`src/bstc_consts.svh`:
```
// Constants for the sensing wait timing configuration block
`ifndef BSTC_CONSTS_SVH
`define BSTC_CONSTS_SVH

// ****************************************
// Register offsets
// ****************************************
`define BSTC_ADDR_CTRL 8'h26
`define BSTC_ADDR_DRIVE_WINDOW 8'h27
`define BSTC_ADDR_SENSE_WAIT_TIMES 8'h28
`define BSTC_ADDR_STATUS 8'h2a
`define BSTC_ADDR_RESULT 8'h2b

// ****************************************
// Field positions
// ****************************************
`define BSTC_SETTLE_MSB 7
`define BSTC_SETTLE_LSB 4
`define BSTC_DISCH_MSB 3
`define BSTC_DISCH_LSB 0
`define BSTC_DRIVE_MSB 4
`define BSTC_DRIVE_LSB 0
`define BSTC_CTRL_RMM_BIT 0
`define BSTC_CTRL_CONT_BIT 1
`define BSTC_CTRL_START_BIT 2
`define BSTC_STAT_BUSY_BIT 0
`define BSTC_STAT_STATE_MSB 3
`define BSTC_STAT_STATE_LSB 1
`define BSTC_STAT_READY_BIT 4
`define BSTC_STAT_CFGERR_BIT 5

// ****************************************
// Reset values
// ****************************************
`define BSTC_RST_SETTLE_CODE 4'h1
`define BSTC_RST_DISCH_CODE 4'h1
`define BSTC_RST_DRIVE_CODE 5'h0a

// ****************************************
// Timing
// ****************************************
`define BSTC_CLK_HZ 10000000
`define BSTC_CYC_PER_US (`BSTC_CLK_HZ / 1000000)
`define BSTC_DRIVE_STEP_US 100
`define BSTC_DRIVE_STEP_CYC (`BSTC_DRIVE_STEP_US * `BSTC_CYC_PER_US)
`define BSTC_DRIVE_CODE_OFFSET 5
`define BSTC_RMM_DRIVE_MULT 2
`define BSTC_RES_US_0 9'd15
`define BSTC_RES_US_1 9'd25
`define BSTC_RES_US_2 9'd50
`define BSTC_RES_US_3 9'd75
`define BSTC_RES_US_4 9'd90
`define BSTC_RES_US_5 9'd105
`define BSTC_RES_US_6 9'd120
`define BSTC_RES_US_7 9'd135
`define BSTC_RES_US_8 9'd150
`define BSTC_RES_US_9 9'd165
`define BSTC_RES_US_10 9'd180
`define BSTC_RES_US_11 9'd195
`define BSTC_RES_US_12 9'd210
`define BSTC_RES_US_13 9'd235
`define BSTC_RES_US_14 9'd260
`define BSTC_RES_US_15 9'd285
`define BSTC_RMM_US_0 9'd45
`define BSTC_RMM_US_1 9'd75
`define BSTC_RMM_US_2 9'd150
`define BSTC_RMM_US_3 9'd225

`endif

```
`src/bstc_pkg.sv`:
```
// Types shared by the sensing wait timing configuration block
package bstc_pkg;

  typedef enum logic [2:0] {
    BSTC_IDLE = 3'b000,
    BSTC_DRIVE = 3'b001,
    BSTC_DISCHARGE = 3'b010,
    BSTC_SETTLE = 3'b011,
    BSTC_SAMPLE = 3'b100
  } bstc_state_e;

  typedef struct packed {
    logic [7:0] addr;
    logic [7:0] wdata;
    logic wr;
    logic rd;
  } bstc_bus_req_s;

endpackage : bstc_pkg

```
`src/bstc_wait_lut.sv`:
```
// Wait code to cycle count lookup for one sensing wait field
`timescale 1ns/1ps
`include "bstc_consts.svh"

module bstc_wait_lut (
  input logic [3:0] code_in,
  input logic rotating_mass_mode_in,
  output logic [11:0] wait_cycles_out,
  output logic illegal_out
);

  logic [8:0] wait_us;

  always_comb begin
    wait_us = `BSTC_RES_US_0;
    if (rotating_mass_mode_in) begin
      // Undefined codes clamp to the longest defined delay
      unique case (code_in[1:0])
        2'h0: wait_us = code_in[3:2] == 2'h0 ? `BSTC_RMM_US_0 : `BSTC_RMM_US_3;
        2'h1: wait_us = code_in[3:2] == 2'h0 ? `BSTC_RMM_US_1 : `BSTC_RMM_US_3;
        2'h2: wait_us = code_in[3:2] == 2'h0 ? `BSTC_RMM_US_2 : `BSTC_RMM_US_3;
        2'h3: wait_us = `BSTC_RMM_US_3;
      endcase
    end else begin
      unique case (code_in)
        4'h0: wait_us = `BSTC_RES_US_0;
        4'h1: wait_us = `BSTC_RES_US_1;
        4'h2: wait_us = `BSTC_RES_US_2;
        4'h3: wait_us = `BSTC_RES_US_3;
        4'h4: wait_us = `BSTC_RES_US_4;
        4'h5: wait_us = `BSTC_RES_US_5;
        4'h6: wait_us = `BSTC_RES_US_6;
        4'h7: wait_us = `BSTC_RES_US_7;
        4'h8: wait_us = `BSTC_RES_US_8;
        4'h9: wait_us = `BSTC_RES_US_9;
        4'ha: wait_us = `BSTC_RES_US_10;
        4'hb: wait_us = `BSTC_RES_US_11;
        4'hc: wait_us = `BSTC_RES_US_12;
        4'hd: wait_us = `BSTC_RES_US_13;
        4'he: wait_us = `BSTC_RES_US_14;
        4'hf: wait_us = `BSTC_RES_US_15;
      endcase
    end
  end

  assign wait_cycles_out = 12'(int'(wait_us) * `BSTC_CYC_PER_US);
  assign illegal_out = rotating_mass_mode_in && (code_in[3:2] != 2'h0);

endmodule : bstc_wait_lut

```
`src/bstc_top.sv`:
```
// Sensing wait timing registers and the measurement sequencer they steer
//
// The address-and-strobe port is this design's own decision.
`timescale 1ns/1ps
`include "bstc_consts.svh"

module bstc_top #(
  parameter int DRIVE_STEP_CYCLES = `BSTC_DRIVE_STEP_CYC,
  parameter int COUNT_W = 17
) (
  input logic sys_clk_in,
  input logic sys_rst_in,
  input logic sys_ce_in,
  input bstc_pkg::bstc_bus_req_s bus_req_in,
  output logic [7:0] bus_rdata_out,
  input logic adc_valid_in,
  input logic [7:0] adc_data_in,
  output logic adc_start_out,
  output logic drive_active_out,
  output logic busy_out
);

  // ****************************************
  // Declarations
  // ****************************************
  bstc_pkg::bstc_state_e state_reg;
  bstc_pkg::bstc_state_e state_next;
  // Down counter sized for the longest rotating-mass drive window
  logic [COUNT_W-1:0] count_reg;
  logic [COUNT_W-1:0] count_next;
  logic count_load;
  logic [COUNT_W-1:0] drive_cycles;
  logic [COUNT_W-1:0] disch_cycles;
  logic [COUNT_W-1:0] settle_cycles;
  logic rotating_mass_mode_reg;
  logic continuous_reg;
  logic [4:0] drive_window_code_reg;
  logic [3:0] settle_wait_code_reg;
  logic [3:0] discharge_wait_code_reg;
  logic sample_ready_reg;
  logic [7:0] result_reg;
  logic adc_start_reg;
  logic [7:0] rdata_reg;
  logic [7:0] rdata_next;
  logic [3:0] wait_code [2];
  logic [11:0] wait_cycles [2];
  logic [1:0] wait_illegal;
  logic cfg_error;
  logic wr_ctrl;
  logic wr_drive;
  logic wr_wait;
  logic wr_status;
  logic start_req;
  logic sample_taken;
  logic start_mode;

  // ****************************************
  // Write decode
  // ****************************************
  assign wr_ctrl = bus_req_in.wr && (bus_req_in.addr == `BSTC_ADDR_CTRL);
  assign wr_drive = bus_req_in.wr && (bus_req_in.addr == `BSTC_ADDR_DRIVE_WINDOW);
  assign wr_wait = bus_req_in.wr && (bus_req_in.addr == `BSTC_ADDR_SENSE_WAIT_TIMES);
  assign wr_status = bus_req_in.wr && (bus_req_in.addr == `BSTC_ADDR_STATUS);
  assign start_req = wr_ctrl && bus_req_in.wdata[`BSTC_CTRL_START_BIT];
  assign sample_taken = (state_reg == bstc_pkg::BSTC_SAMPLE) && adc_valid_in;

  // ****************************************
  // Actuator type for a starting drive window
  // ****************************************
  // A start that also changes the actuator type times its drive window with the new type
  assign start_mode = wr_ctrl ? bus_req_in.wdata[`BSTC_CTRL_RMM_BIT] : rotating_mass_mode_reg;

  // ****************************************
  // Control register
  // ****************************************
  always_ff @(posedge sys_clk_in) begin
    if (sys_rst_in) begin
      rotating_mass_mode_reg <= 1'b0;
      continuous_reg <= 1'b0;
    end else if (sys_ce_in && wr_ctrl) begin
      rotating_mass_mode_reg <= bus_req_in.wdata[`BSTC_CTRL_RMM_BIT];
      continuous_reg <= bus_req_in.wdata[`BSTC_CTRL_CONT_BIT];
    end
  end

  // ****************************************
  // Drive window register
  // ****************************************
  always_ff @(posedge sys_clk_in) begin
    if (sys_rst_in) begin
      drive_window_code_reg <= `BSTC_RST_DRIVE_CODE;
    end else if (sys_ce_in && wr_drive) begin
      drive_window_code_reg <= bus_req_in.wdata[`BSTC_DRIVE_MSB:`BSTC_DRIVE_LSB];
    end
  end

  // ****************************************
  // Sense wait times register
  // ****************************************
  always_ff @(posedge sys_clk_in) begin
    if (sys_rst_in) begin
      settle_wait_code_reg <= `BSTC_RST_SETTLE_CODE;
      discharge_wait_code_reg <= `BSTC_RST_DISCH_CODE;
    end else if (sys_ce_in && wr_wait) begin
      settle_wait_code_reg <= bus_req_in.wdata[`BSTC_SETTLE_MSB:`BSTC_SETTLE_LSB];
      discharge_wait_code_reg <= bus_req_in.wdata[`BSTC_DISCH_MSB:`BSTC_DISCH_LSB];
    end
  end

  // ****************************************
  // Wait code lookup
  // ****************************************
  assign wait_code[0] = discharge_wait_code_reg;
  assign wait_code[1] = settle_wait_code_reg;

  // Entry 0 is the discharge wait, entry 1 the settle wait
  for (genvar i = 0; i < 2; i++) begin : g_wait
    bstc_wait_lut u_lut (
      .code_in(wait_code[i]),
      .rotating_mass_mode_in(rotating_mass_mode_reg),
      .wait_cycles_out(wait_cycles[i]),
      .illegal_out(wait_illegal[i])
    );
  end

  assign cfg_error = |wait_illegal;
  assign disch_cycles = COUNT_W'(wait_cycles[0]);
  assign settle_cycles = COUNT_W'(wait_cycles[1]);

  // Drive window: one step per code plus a fixed offset, doubled for rotating-mass
  assign drive_cycles = COUNT_W'((int'(drive_window_code_reg) + `BSTC_DRIVE_CODE_OFFSET)
                        * DRIVE_STEP_CYCLES
                        * (start_mode ? `BSTC_RMM_DRIVE_MULT : 1));

  // ****************************************
  // Measurement sequencer
  // ****************************************
  always_comb begin
    state_next = state_reg;
    count_load = 1'b0;
    count_next = '0;
    unique case (state_reg)
      bstc_pkg::BSTC_IDLE: begin
        if (start_req) begin
          state_next = bstc_pkg::BSTC_DRIVE;
          count_load = 1'b1;
          count_next = drive_cycles - COUNT_W'(1);
        end
      end
      bstc_pkg::BSTC_DRIVE: begin
        if (count_reg == '0) begin
          state_next = bstc_pkg::BSTC_DISCHARGE;
          count_load = 1'b1;
          count_next = disch_cycles - COUNT_W'(1);
        end
      end
      bstc_pkg::BSTC_DISCHARGE: begin
        if (count_reg == '0) begin
          state_next = bstc_pkg::BSTC_SETTLE;
          count_load = 1'b1;
          count_next = settle_cycles - COUNT_W'(1);
        end
      end
      bstc_pkg::BSTC_SETTLE: begin
        // Sample only once the settle count has run out
        if (count_reg == '0) begin
          state_next = bstc_pkg::BSTC_SAMPLE;
        end
      end
      bstc_pkg::BSTC_SAMPLE: begin
        if (adc_valid_in) begin
          if (continuous_reg) begin
            state_next = bstc_pkg::BSTC_DRIVE;
            count_load = 1'b1;
            count_next = drive_cycles - COUNT_W'(1);
          end else begin
            state_next = bstc_pkg::BSTC_IDLE;
          end
        end
      end
      default: begin
        state_next = bstc_pkg::BSTC_IDLE;
      end
    endcase
  end

  always_ff @(posedge sys_clk_in) begin
    if (sys_rst_in) begin
      state_reg <= bstc_pkg::BSTC_IDLE;
    end else if (sys_ce_in) begin
      state_reg <= state_next;
    end
  end

  always_ff @(posedge sys_clk_in) begin
    if (sys_rst_in) begin
      count_reg <= '0;
    end else if (sys_ce_in) begin
      if (count_load) begin
        count_reg <= count_next;
      end else if (count_reg != '0) begin
        count_reg <= count_reg - COUNT_W'(1);
      end
    end
  end

  // ****************************************
  // Converter request and result
  // ****************************************
  always_ff @(posedge sys_clk_in) begin
    if (sys_rst_in) begin
      adc_start_reg <= 1'b0;
    end else if (sys_ce_in) begin
      adc_start_reg <= (state_reg == bstc_pkg::BSTC_SETTLE) && (count_reg == '0);
    end
  end

  always_ff @(posedge sys_clk_in) begin
    if (sys_rst_in) begin
      result_reg <= 8'h00;
    end else if (sys_ce_in && sample_taken) begin
      result_reg <= adc_data_in;
    end
  end

  // New sample wins over a clear in the same cycle
  always_ff @(posedge sys_clk_in) begin
    if (sys_rst_in) begin
      sample_ready_reg <= 1'b0;
    end else if (sys_ce_in) begin
      if (sample_taken) begin
        sample_ready_reg <= 1'b1;
      end else if (wr_status && bus_req_in.wdata[`BSTC_STAT_READY_BIT]) begin
        sample_ready_reg <= 1'b0;
      end
    end
  end

  // ****************************************
  // Read path
  // ****************************************
  // The write-only start bit and unmapped addresses read as zero
  always_comb begin
    rdata_next = 8'h00;
    if (bus_req_in.rd) begin
      unique case (bus_req_in.addr)
        `BSTC_ADDR_CTRL: begin
          rdata_next[`BSTC_CTRL_RMM_BIT] = rotating_mass_mode_reg;
          rdata_next[`BSTC_CTRL_CONT_BIT] = continuous_reg;
        end
        `BSTC_ADDR_DRIVE_WINDOW: begin
          rdata_next[`BSTC_DRIVE_MSB:`BSTC_DRIVE_LSB] = drive_window_code_reg;
        end
        `BSTC_ADDR_SENSE_WAIT_TIMES: begin
          rdata_next = {settle_wait_code_reg, discharge_wait_code_reg};
        end
        `BSTC_ADDR_STATUS: begin
          rdata_next[`BSTC_STAT_BUSY_BIT] = state_reg != bstc_pkg::BSTC_IDLE;
          rdata_next[`BSTC_STAT_STATE_MSB:`BSTC_STAT_STATE_LSB] = state_reg;
          rdata_next[`BSTC_STAT_READY_BIT] = sample_ready_reg;
          rdata_next[`BSTC_STAT_CFGERR_BIT] = cfg_error;
        end
        `BSTC_ADDR_RESULT: begin
          rdata_next = result_reg;
        end
        default: begin
          rdata_next = 8'h00;
        end
      endcase
    end
  end

  // Read data stand for exactly one enabled cycle after an enabled strobe
  always_ff @(posedge sys_clk_in) begin
    if (sys_rst_in) begin
      rdata_reg <= 8'h00;
    end else if (sys_ce_in) begin
      rdata_reg <= rdata_next;
    end
  end

  // ****************************************
  // Outputs
  // ****************************************
  assign bus_rdata_out = rdata_reg;
  assign adc_start_out = adc_start_reg;
  assign drive_active_out = state_reg == bstc_pkg::BSTC_DRIVE;
  assign busy_out = state_reg != bstc_pkg::BSTC_IDLE;

endmodule : bstc_top

```
`config.mk`:
```
export PLATFORM = sky130hd
export DESIGN_NAME = bstc_top
export DESIGN_NICKNAME = d
export VERILOG_FILES = /design/src/bstc_pkg.sv /design/src/bstc_wait_lut.sv /design/src/bstc_top.sv
export VERILOG_INCLUDE_DIRS = /design/src
export SDC_FILE = /design/constraint.sdc
export NUM_CORES = 1
export LEC_CHECK = 0
export BUFFER_PORTS_ARGS = -buffer_cell sky130_fd_sc_hd__buf_2
export CAP_MARGIN = 25
export CORE_ASPECT_RATIO = 0.7
export CORE_MARGIN = 2
export CORE_UTILIZATION = 60
export DETAILED_ROUTE_END_ITERATION = 16
export HOLD_SLACK_MARGIN = 0.05
export PLACE_DENSITY_LB_ADDON = 0.3
export SLEW_MARGIN = 20
export SYNTH_ARGS = -nofsm -noshare
export SYNTH_HDL_FRONTEND = slang
export SYNTH_SLANG_ARGS = --single-unit
```
`constraint.sdc`:
```
create_clock -name sys_clk_in -period 12 [get_ports sys_clk_in]
set_clock_uncertainty 0.15 [all_clocks]
set_input_delay 0.6 -clock sys_clk_in [delete_from_list [all_inputs] [get_ports sys_clk_in]]
set_output_delay 0.6 -clock sys_clk_in [all_outputs]
set_load 0.01 [all_outputs]
```
==> run metrics, run 1 <==
Internal 0.547 mW; Antenna Cells 0; final setup fails 0; final RePlAce weighted congestion 0.957; CTS Sinks 71; area delta synth->final 8.59%; metal3 WL 1.52 mm; Post-Synthesis Cells 947; DR vias 6955; Final ANT Viol Nets 0; commonest non-fill, non-tap cell in the layout nor2_1; GRT Util Overall 30.4%; CTS Buffer Depth 2; Switching Fraction 33.5%; Max Slew Vio Count 0; FF+latch area 1420 um^2; fin crit share 49.7%; Post-DP HPWL 14.5 mm; Post-CTS Setup Repair Bufs 0; Clock power frac 38.6%; Crit path largest cell delay 0.60 ns; Synth Register Bits 71; placed inst area 7490 um^2; Initial Util 61.5%; Mean Syn Cell Area 7.62 um^2; Leak Pwr 3.30 nW; critical path class reg -> reg; 1st-pass router iterations 5; Max VDD drop 0.000106 V; worst min path class reg -> reg; grt ovf 0; nets@finish 1078; worst setup path startpoint drive_window_code_reg[0]$_SDFFE_PP0P_; maxcap violations 0; Die Y-Extent 95.7 um; RSZ-0062 raised after global routing false; Async SR Flop Fraction 0%; clk slew on worst S/H paths 0.06 ns; top sig layer met4; register area share after synthesis 19.7%; number of global-route vias before repair 6271; Power, Total 0.823 mW; # H-tree levels 3; initial antenna violation count 0; port buffer count 40; Unique masters post-synth 79; top_reg_cell synth dfxtp_1; Wirelength per Cell 16.8 um; Hold-fix buffers, CTS 0; PostCTS Resize Cnt 0; CP Data Required Time 12.07 ns; number of fill cells in the layout 1015; Slowest cell on crit path dfxtp_1; Worst-Skew Late Latency 0.34 ns; # DRC 0; largest net degree at the start of global routing 63; hold_sp bus_rdata_out[1]$_SDFFE_PP0P_; Slew HR 30.6%; Switch Pwr 0.276 mW; setup TNS 0 ns; met2 WL post-DR 7.92 mm; DRT iter0 DRCs 517; Root Driver clkbuf_16; final core occ 66.8%; status finished clean; Worst Path Max Fanout 11; Via density 6.19; worst r2r src drive_window_code_reg[0]$_SDFFE_PP0P_; Seq pwr share 33.7%; FP Rows 33; CP arrival 6.04 ns; pin slew with the least headroom to its limit 1.04 ns; Power Density 105 nW/um^2; worst-path cell chain ha_1, o21ai_0, xnor2_1, fa_1, fa_1, fa_1, inv_1, ha_1, o21ai_0, o21ai_0, a21oi_1, o21bai_1, xor2_1, and2_1, ha_1, or2_2, nor4_1, nand4b_1, nand3_1; Gate power share 27.7%; CTS buffer count 9; Finished Cell Area 7830 um^2; EDFF count, synth 0; met1 WL 9.25 mm; hold_ws 0.313 ns; min Tclk post-route 5.97 ns; crit start category register; yosys warns 0; most frequent cells in the layout 103 x nor2_1, 79 x nand2_1, 72 x ha_1; CTS tree built; Die W 135 um; first-pass GRT wire length 31.4 mm; die area 12900 um^2; Fmax 0.168 GHz; Worst setup EP type register; syn nets 1063; synthesized cell area 7210 um^2; layout cells sized above 1 8.48%; footprint of the multi-input gates 5380 um^2; Post-Route WL 18.9 mm; core area 11700 um^2; # IOs 41; Final Hold Viols 0
worst max-delay path: cells and delay by family (launching register included):
kind                     cells  cell delay (ns)
AND/OR/NAND/NOR              5             1.02
buffers and inverters        1             0.04
flip-flops                   1             0.60
XOR/XNOR                     2             0.73
adder cells (fa/ha/maj)      6             2.49
AO/OA/AOI/OAI                5             0.82
power by group through the flow:
stage	clock [mW]	sequential, mW	combinational, mW
after floorplan	0	0.276	0.168
final	0.317	0.278	0.228
after CTS	0.318	0.276	0.221
after global placement	0	0.281	0.216
after detailed placement	0	0.282	0.218
after global routing	0.330	0.280	0.253
through the flow:
step,worst slack [ns],std cells
floorplan,6.68,947
detailed placement,6.08,1108
CTS,6.05,1124
finish,6.03,1124
global placement,6.23,1108
global route,5.54,1124
layout make-up:
type	instances	area share, %
clock buffer	10	2.92
clock inverter	6	1.49
inverter	66	3.16
multi-input combinational	769	68.7
sequential	71	18.1
tap	157	2.51
timing repair buffer	45	3.04
cells in the mapped netlist, drive strengths merged (7+ instances only):
master  count  area [um^2]
nor2      103          387
nand2      79          297
ha         72          901
a21oi      71          355
dfxtp      71         1420
inv        66          248
o21ai      62          310
clkbuf     33          124
xnor2      33          289
mux2i      30          300
nand3      29          145
xor2       19          174
nor3       18         90.1
a31oi      17          121
nor2b      15         93.8
o22ai      15         93.8
a211oi     14          105
fa         14          280
nor4       11         68.8
o211ai     11         87.6
nand2b     10         62.6
nand4      10         62.6
or2         9         56.3
buf         8         36.3
o31ai       8         65.1
nor3b       7         52.6
cells by family (layout without fill, tap and decap cells):
group	Yosys count	after routing	synth area share, %
simple gates	334	334	23.0
compound gates	260	260	23.2
buf+inv	107	127	5.66
fa+ha+maj	86	86	16.4
flops	71	71	19.7
xor+xnor	54	54	7.06
mux	34	34	4.94
other cells	1	1	0.0520
path summary, 6_finish.rpt:
check	to	cells after the start	slack [ns]
min	bus_rdata_out[1]$_SDFFE_PP0P_	2	0.31
min reg2reg	bus_rdata_out[1]$_SDFFE_PP0P_	2	0.31
max	count_reg[16]$_SDFFE_PP0P_	19	6.03
max reg2reg	count_reg[16]$_SDFFE_PP0P_	19	6.03
routing by layer:
| metal | global-route usage (%) | vias to the layer above |
|---|---|---|
| li1 | - | 3448 |
| met1 | 44.4 | 3189 |
| met2 | 46.4 | 287 |
| met3 | 6.37 | 31 |
| met4 | 6.34 | 0 |
| met5 | 0 | - |
(Power assumes the default switching activity.)
==> run 2, diff against run 1 <==
--- a/config.mk
+++ b/config.mk
@@ -6,11 +6,12 @@
 export SDC_FILE = /design/constraint.sdc
 export NUM_CORES = 1
 export LEC_CHECK = 0
+export ABC_AREA = 1
 export BUFFER_PORTS_ARGS = -buffer_cell sky130_fd_sc_hd__buf_2
 export CAP_MARGIN = 25
 export CORE_ASPECT_RATIO = 0.7
 export CORE_MARGIN = 2
-export CORE_UTILIZATION = 60
+export CORE_UTILIZATION = 57
 export DETAILED_ROUTE_END_ITERATION = 16
 export HOLD_SLACK_MARGIN = 0.05
 export PLACE_DENSITY_LB_ADDON = 0.3
==> constraint.sdc (replaced) <==
create_clock -name sys_clk_in -period 5.3 [get_ports sys_clk_in]
set_clock_uncertainty 0.15 [all_clocks]
set_input_delay 0.265 -clock sys_clk_in [delete_from_list [all_inputs] [get_ports sys_clk_in]]
set_output_delay 0.265 -clock sys_clk_in [all_outputs]
set_load 0.01 [all_outputs]
==> run 2 against run 1 <==
- area after synthesis down 1.8%
- final area down 0.30%
- count of clock-buffer cells in the layout is the same
- cell count up 11%
- non-clock buffer count up 4
- flip-flop and latch count unchanged
- via count fell by 1.8%
==> run metrics, run 2 <==
status finished clean; fin crit share 93.8%; core area 12300 um^2; Die Y-Extent 97.3 um; CP arrival 5.05 ns; Worst setup EP type register; Leak Pwr 3.74 nW; register area share after synthesis 20.1%; Max VDD drop 0.000173 V; most frequent cells in the layout 213 x nand2_1, 163 x inv_1, 80 x nor2_1; DR vias 6830; Post-DP HPWL 13.9 mm; synthesized cell area 7080 um^2; largest net degree at the start of global routing 29; Async SR Flop Fraction 0%; worst r2r src drive_window_code_reg[1]$_SDFFE_PP1P_; Finished Cell Area 7810 um^2; Slew HR 29.4%; first-pass GRT wire length 29.4 mm; CTS buffer count 9; R2R cell count 25; number of global-route vias before repair 6117; # DRC 0; initial antenna violation count 0; Power, Total 1.52 mW; Initial Util 57.6%; 1st-pass router iterations 5; Wirelength per Cell 14.2 um; commonest non-fill, non-tap cell in the layout nand2_1; Unique masters post-synth 55; Die W 137 um; GRT Util Overall 27.2%; Post-Synthesis Cells 1039; Reg2Reg Setup Slack 0.33 ns; CTS Buffer Depth 2; nets@finish 1197; CTS tree built; Mean Syn Cell Area 6.82 um^2; Fmax 0.201 GHz; FP Rows 34; CP Data Required Time 5.38 ns; Max Slew Vio Count 0; port buffer count 40; most numerous cell in the Yosys netlist nand2_1; final RePlAce weighted congestion 0.916; Root Driver clkbuf_16; Post-Route WL 17.7 mm; CTS Sinks 71; clk slew on worst S/H paths 0.07 ns; final setup fails 0; crit start category register; R2R Path End count_reg[16]$_SDFFE_PP0P_; area delta synth->final 10.2%; maxcap violations 0; Synth Register Bits 71; Final ANT Viol Nets 0; EDFF count, synth 0; die area 13400 um^2; pin slew with the least headroom to its limit 1.06 ns; Worst Path Max Fanout 6; Final Hold Viols 0; layout cells sized above 1 12.7%; Hold Path Stages 3; top_reg_cell synth dfxtp_1; Power Density 194 nW/um^2; Antenna Cells 0; placed inst area 7420 um^2; hold endpoint result_reg[6]$_SDFFE_PP0P_; syn nets 1155; min Tclk post-route 4.97 ns; DRT iter0 DRCs 473; # H-tree levels 3; Synth top area share 20.1%; Post-synth top cells 214 x nand2_1, 164 x inv_1, 81 x nor2_1; # IOs 41; hold_sp adc_data_in[6]; critical path class reg -> reg; cell taking the most area after synthesis dfxtp_1; worst min path class in -> reg; largest cells by area after synthesis dfxtp_1 20%, ha_1 13%, nand2_1 11%; Via density 5.47; yosys warns 0; Worst-Skew Late Latency 0.34 ns; grt ovf 0
## run 2: what timing repair did
item,in CTS,in global routing
hold buffers,3,0
hold endpoints to repair,3,0
setup endpoints to repair,2,5
pin swaps,0,3
setup buffers,0,3
gates resized for setup,1,13
## run 2: logic make-up after synthesis
family	count (synthesis)	synth area share, %
AO/OA/AOI/OAI	194	16.5
XOR/XNOR	45	5.56
adder cells (fa/ha/maj)	86	16.7
buffers and inverters	193	10.6
flip-flops	71	20.1
other	1	0.0529
AND/OR/NAND/NOR	449	30.6
## run 2: per-layer routing
metal	GRT usage (%)	part of all wire, %
met5	0	0
met4	4.92	0.92
met1	42.3	51
met2	39.3	41
met3	4.54	7.2
## run 2: cell type report
| cell class | count | area [um^2] |
|---|---|---|
| Multi-Input combinational cell | 775 | 4970 |
| Sequential cell | 71 | 1420 |
| Timing Repair Buffer | 49 | 279 |
| Fill cell | 1119 | 4490 |
| Inverter | 175 | 657 |
| Tap cell | 162 | 203 |
| Clock buffer | 10 | 229 |
| Clock inverter | 6 | 45.0 |
## run 2: per-stage QoR
step                utilization (%)  cells  hold slack (ns)  setup TNS [ns]  worst slack, ns
global route                   63.5   1248           0.0899         -0.0183          -0.0183
floorplan                         -   1039            0.241               0            0.508
global placement               60.3   1226            0.291               0            0.191
finish                         63.5   1248           0.0637               0            0.329
detailed placement             60.3   1226            0.300        -0.00411         -0.00411
CTS                            62.9   1245           0.0607               0           0.0758
## run 2: worst max path at each step
stage / cells past startpoint / end / start / slack, ns
finish: 25 / count_reg[16]$_SDFFE_PP0P_ / drive_window_code_reg[1]$_SDFFE_PP1P_ / 0.33
floorplan: 26 / count_reg[16]$_SDFFE_PP0P_ / drive_window_code_reg[1]$_SDFFE_PP1P_ / 0.51
CTS: 26 / count_reg[16]$_SDFFE_PP0P_ / drive_window_code_reg[1]$_SDFFE_PP1P_ / 0.08
global route: 26 / count_reg[16]$_SDFFE_PP0P_ / drive_window_code_reg[1]$_SDFFE_PP1P_ / -0.02
global placement: 26 / count_reg[16]$_SDFFE_PP0P_ / drive_window_code_reg[1]$_SDFFE_PP1P_ / 0.19
detailed placement: 26 / count_reg[16]$_SDFFE_PP0P_ / drive_window_code_reg[1]$_SDFFE_PP1P_ / -0.004
## run 2: worst max-delay path: stages, from the launching register on
cell and delay, ns:
dfxtp_2 0.38, ha_1 0.19, inv_1 0.05, nand2_1 0.10, nand2_2 0.11, xor2_4 0.18
fa_2 0.58, inv_2 0.07, fa_1 0.48, fa_1 0.54, inv_1 0.04, ha_2 0.35
nand2_1 0.06, inv_1 0.09, nand4_1 0.10, nand3_1 0.10, nand2_1 0.07, a21oi_1 0.23
ha_1 0.31, o21bai_1 0.18, nand2_1 0.10, inv_1 0.06, nor2_1 0.09, nand3_1 0.08
nand3_1 0.11, a21oi_2 0.06
## run 2: power by group
part           leakage [nW]  switching [mW]  internal (mW)
registers             0.574          0.0339          0.565
logic                  3.04           0.216          0.129
clock network         0.126           0.252          0.319
total                  3.74           0.502           1.01
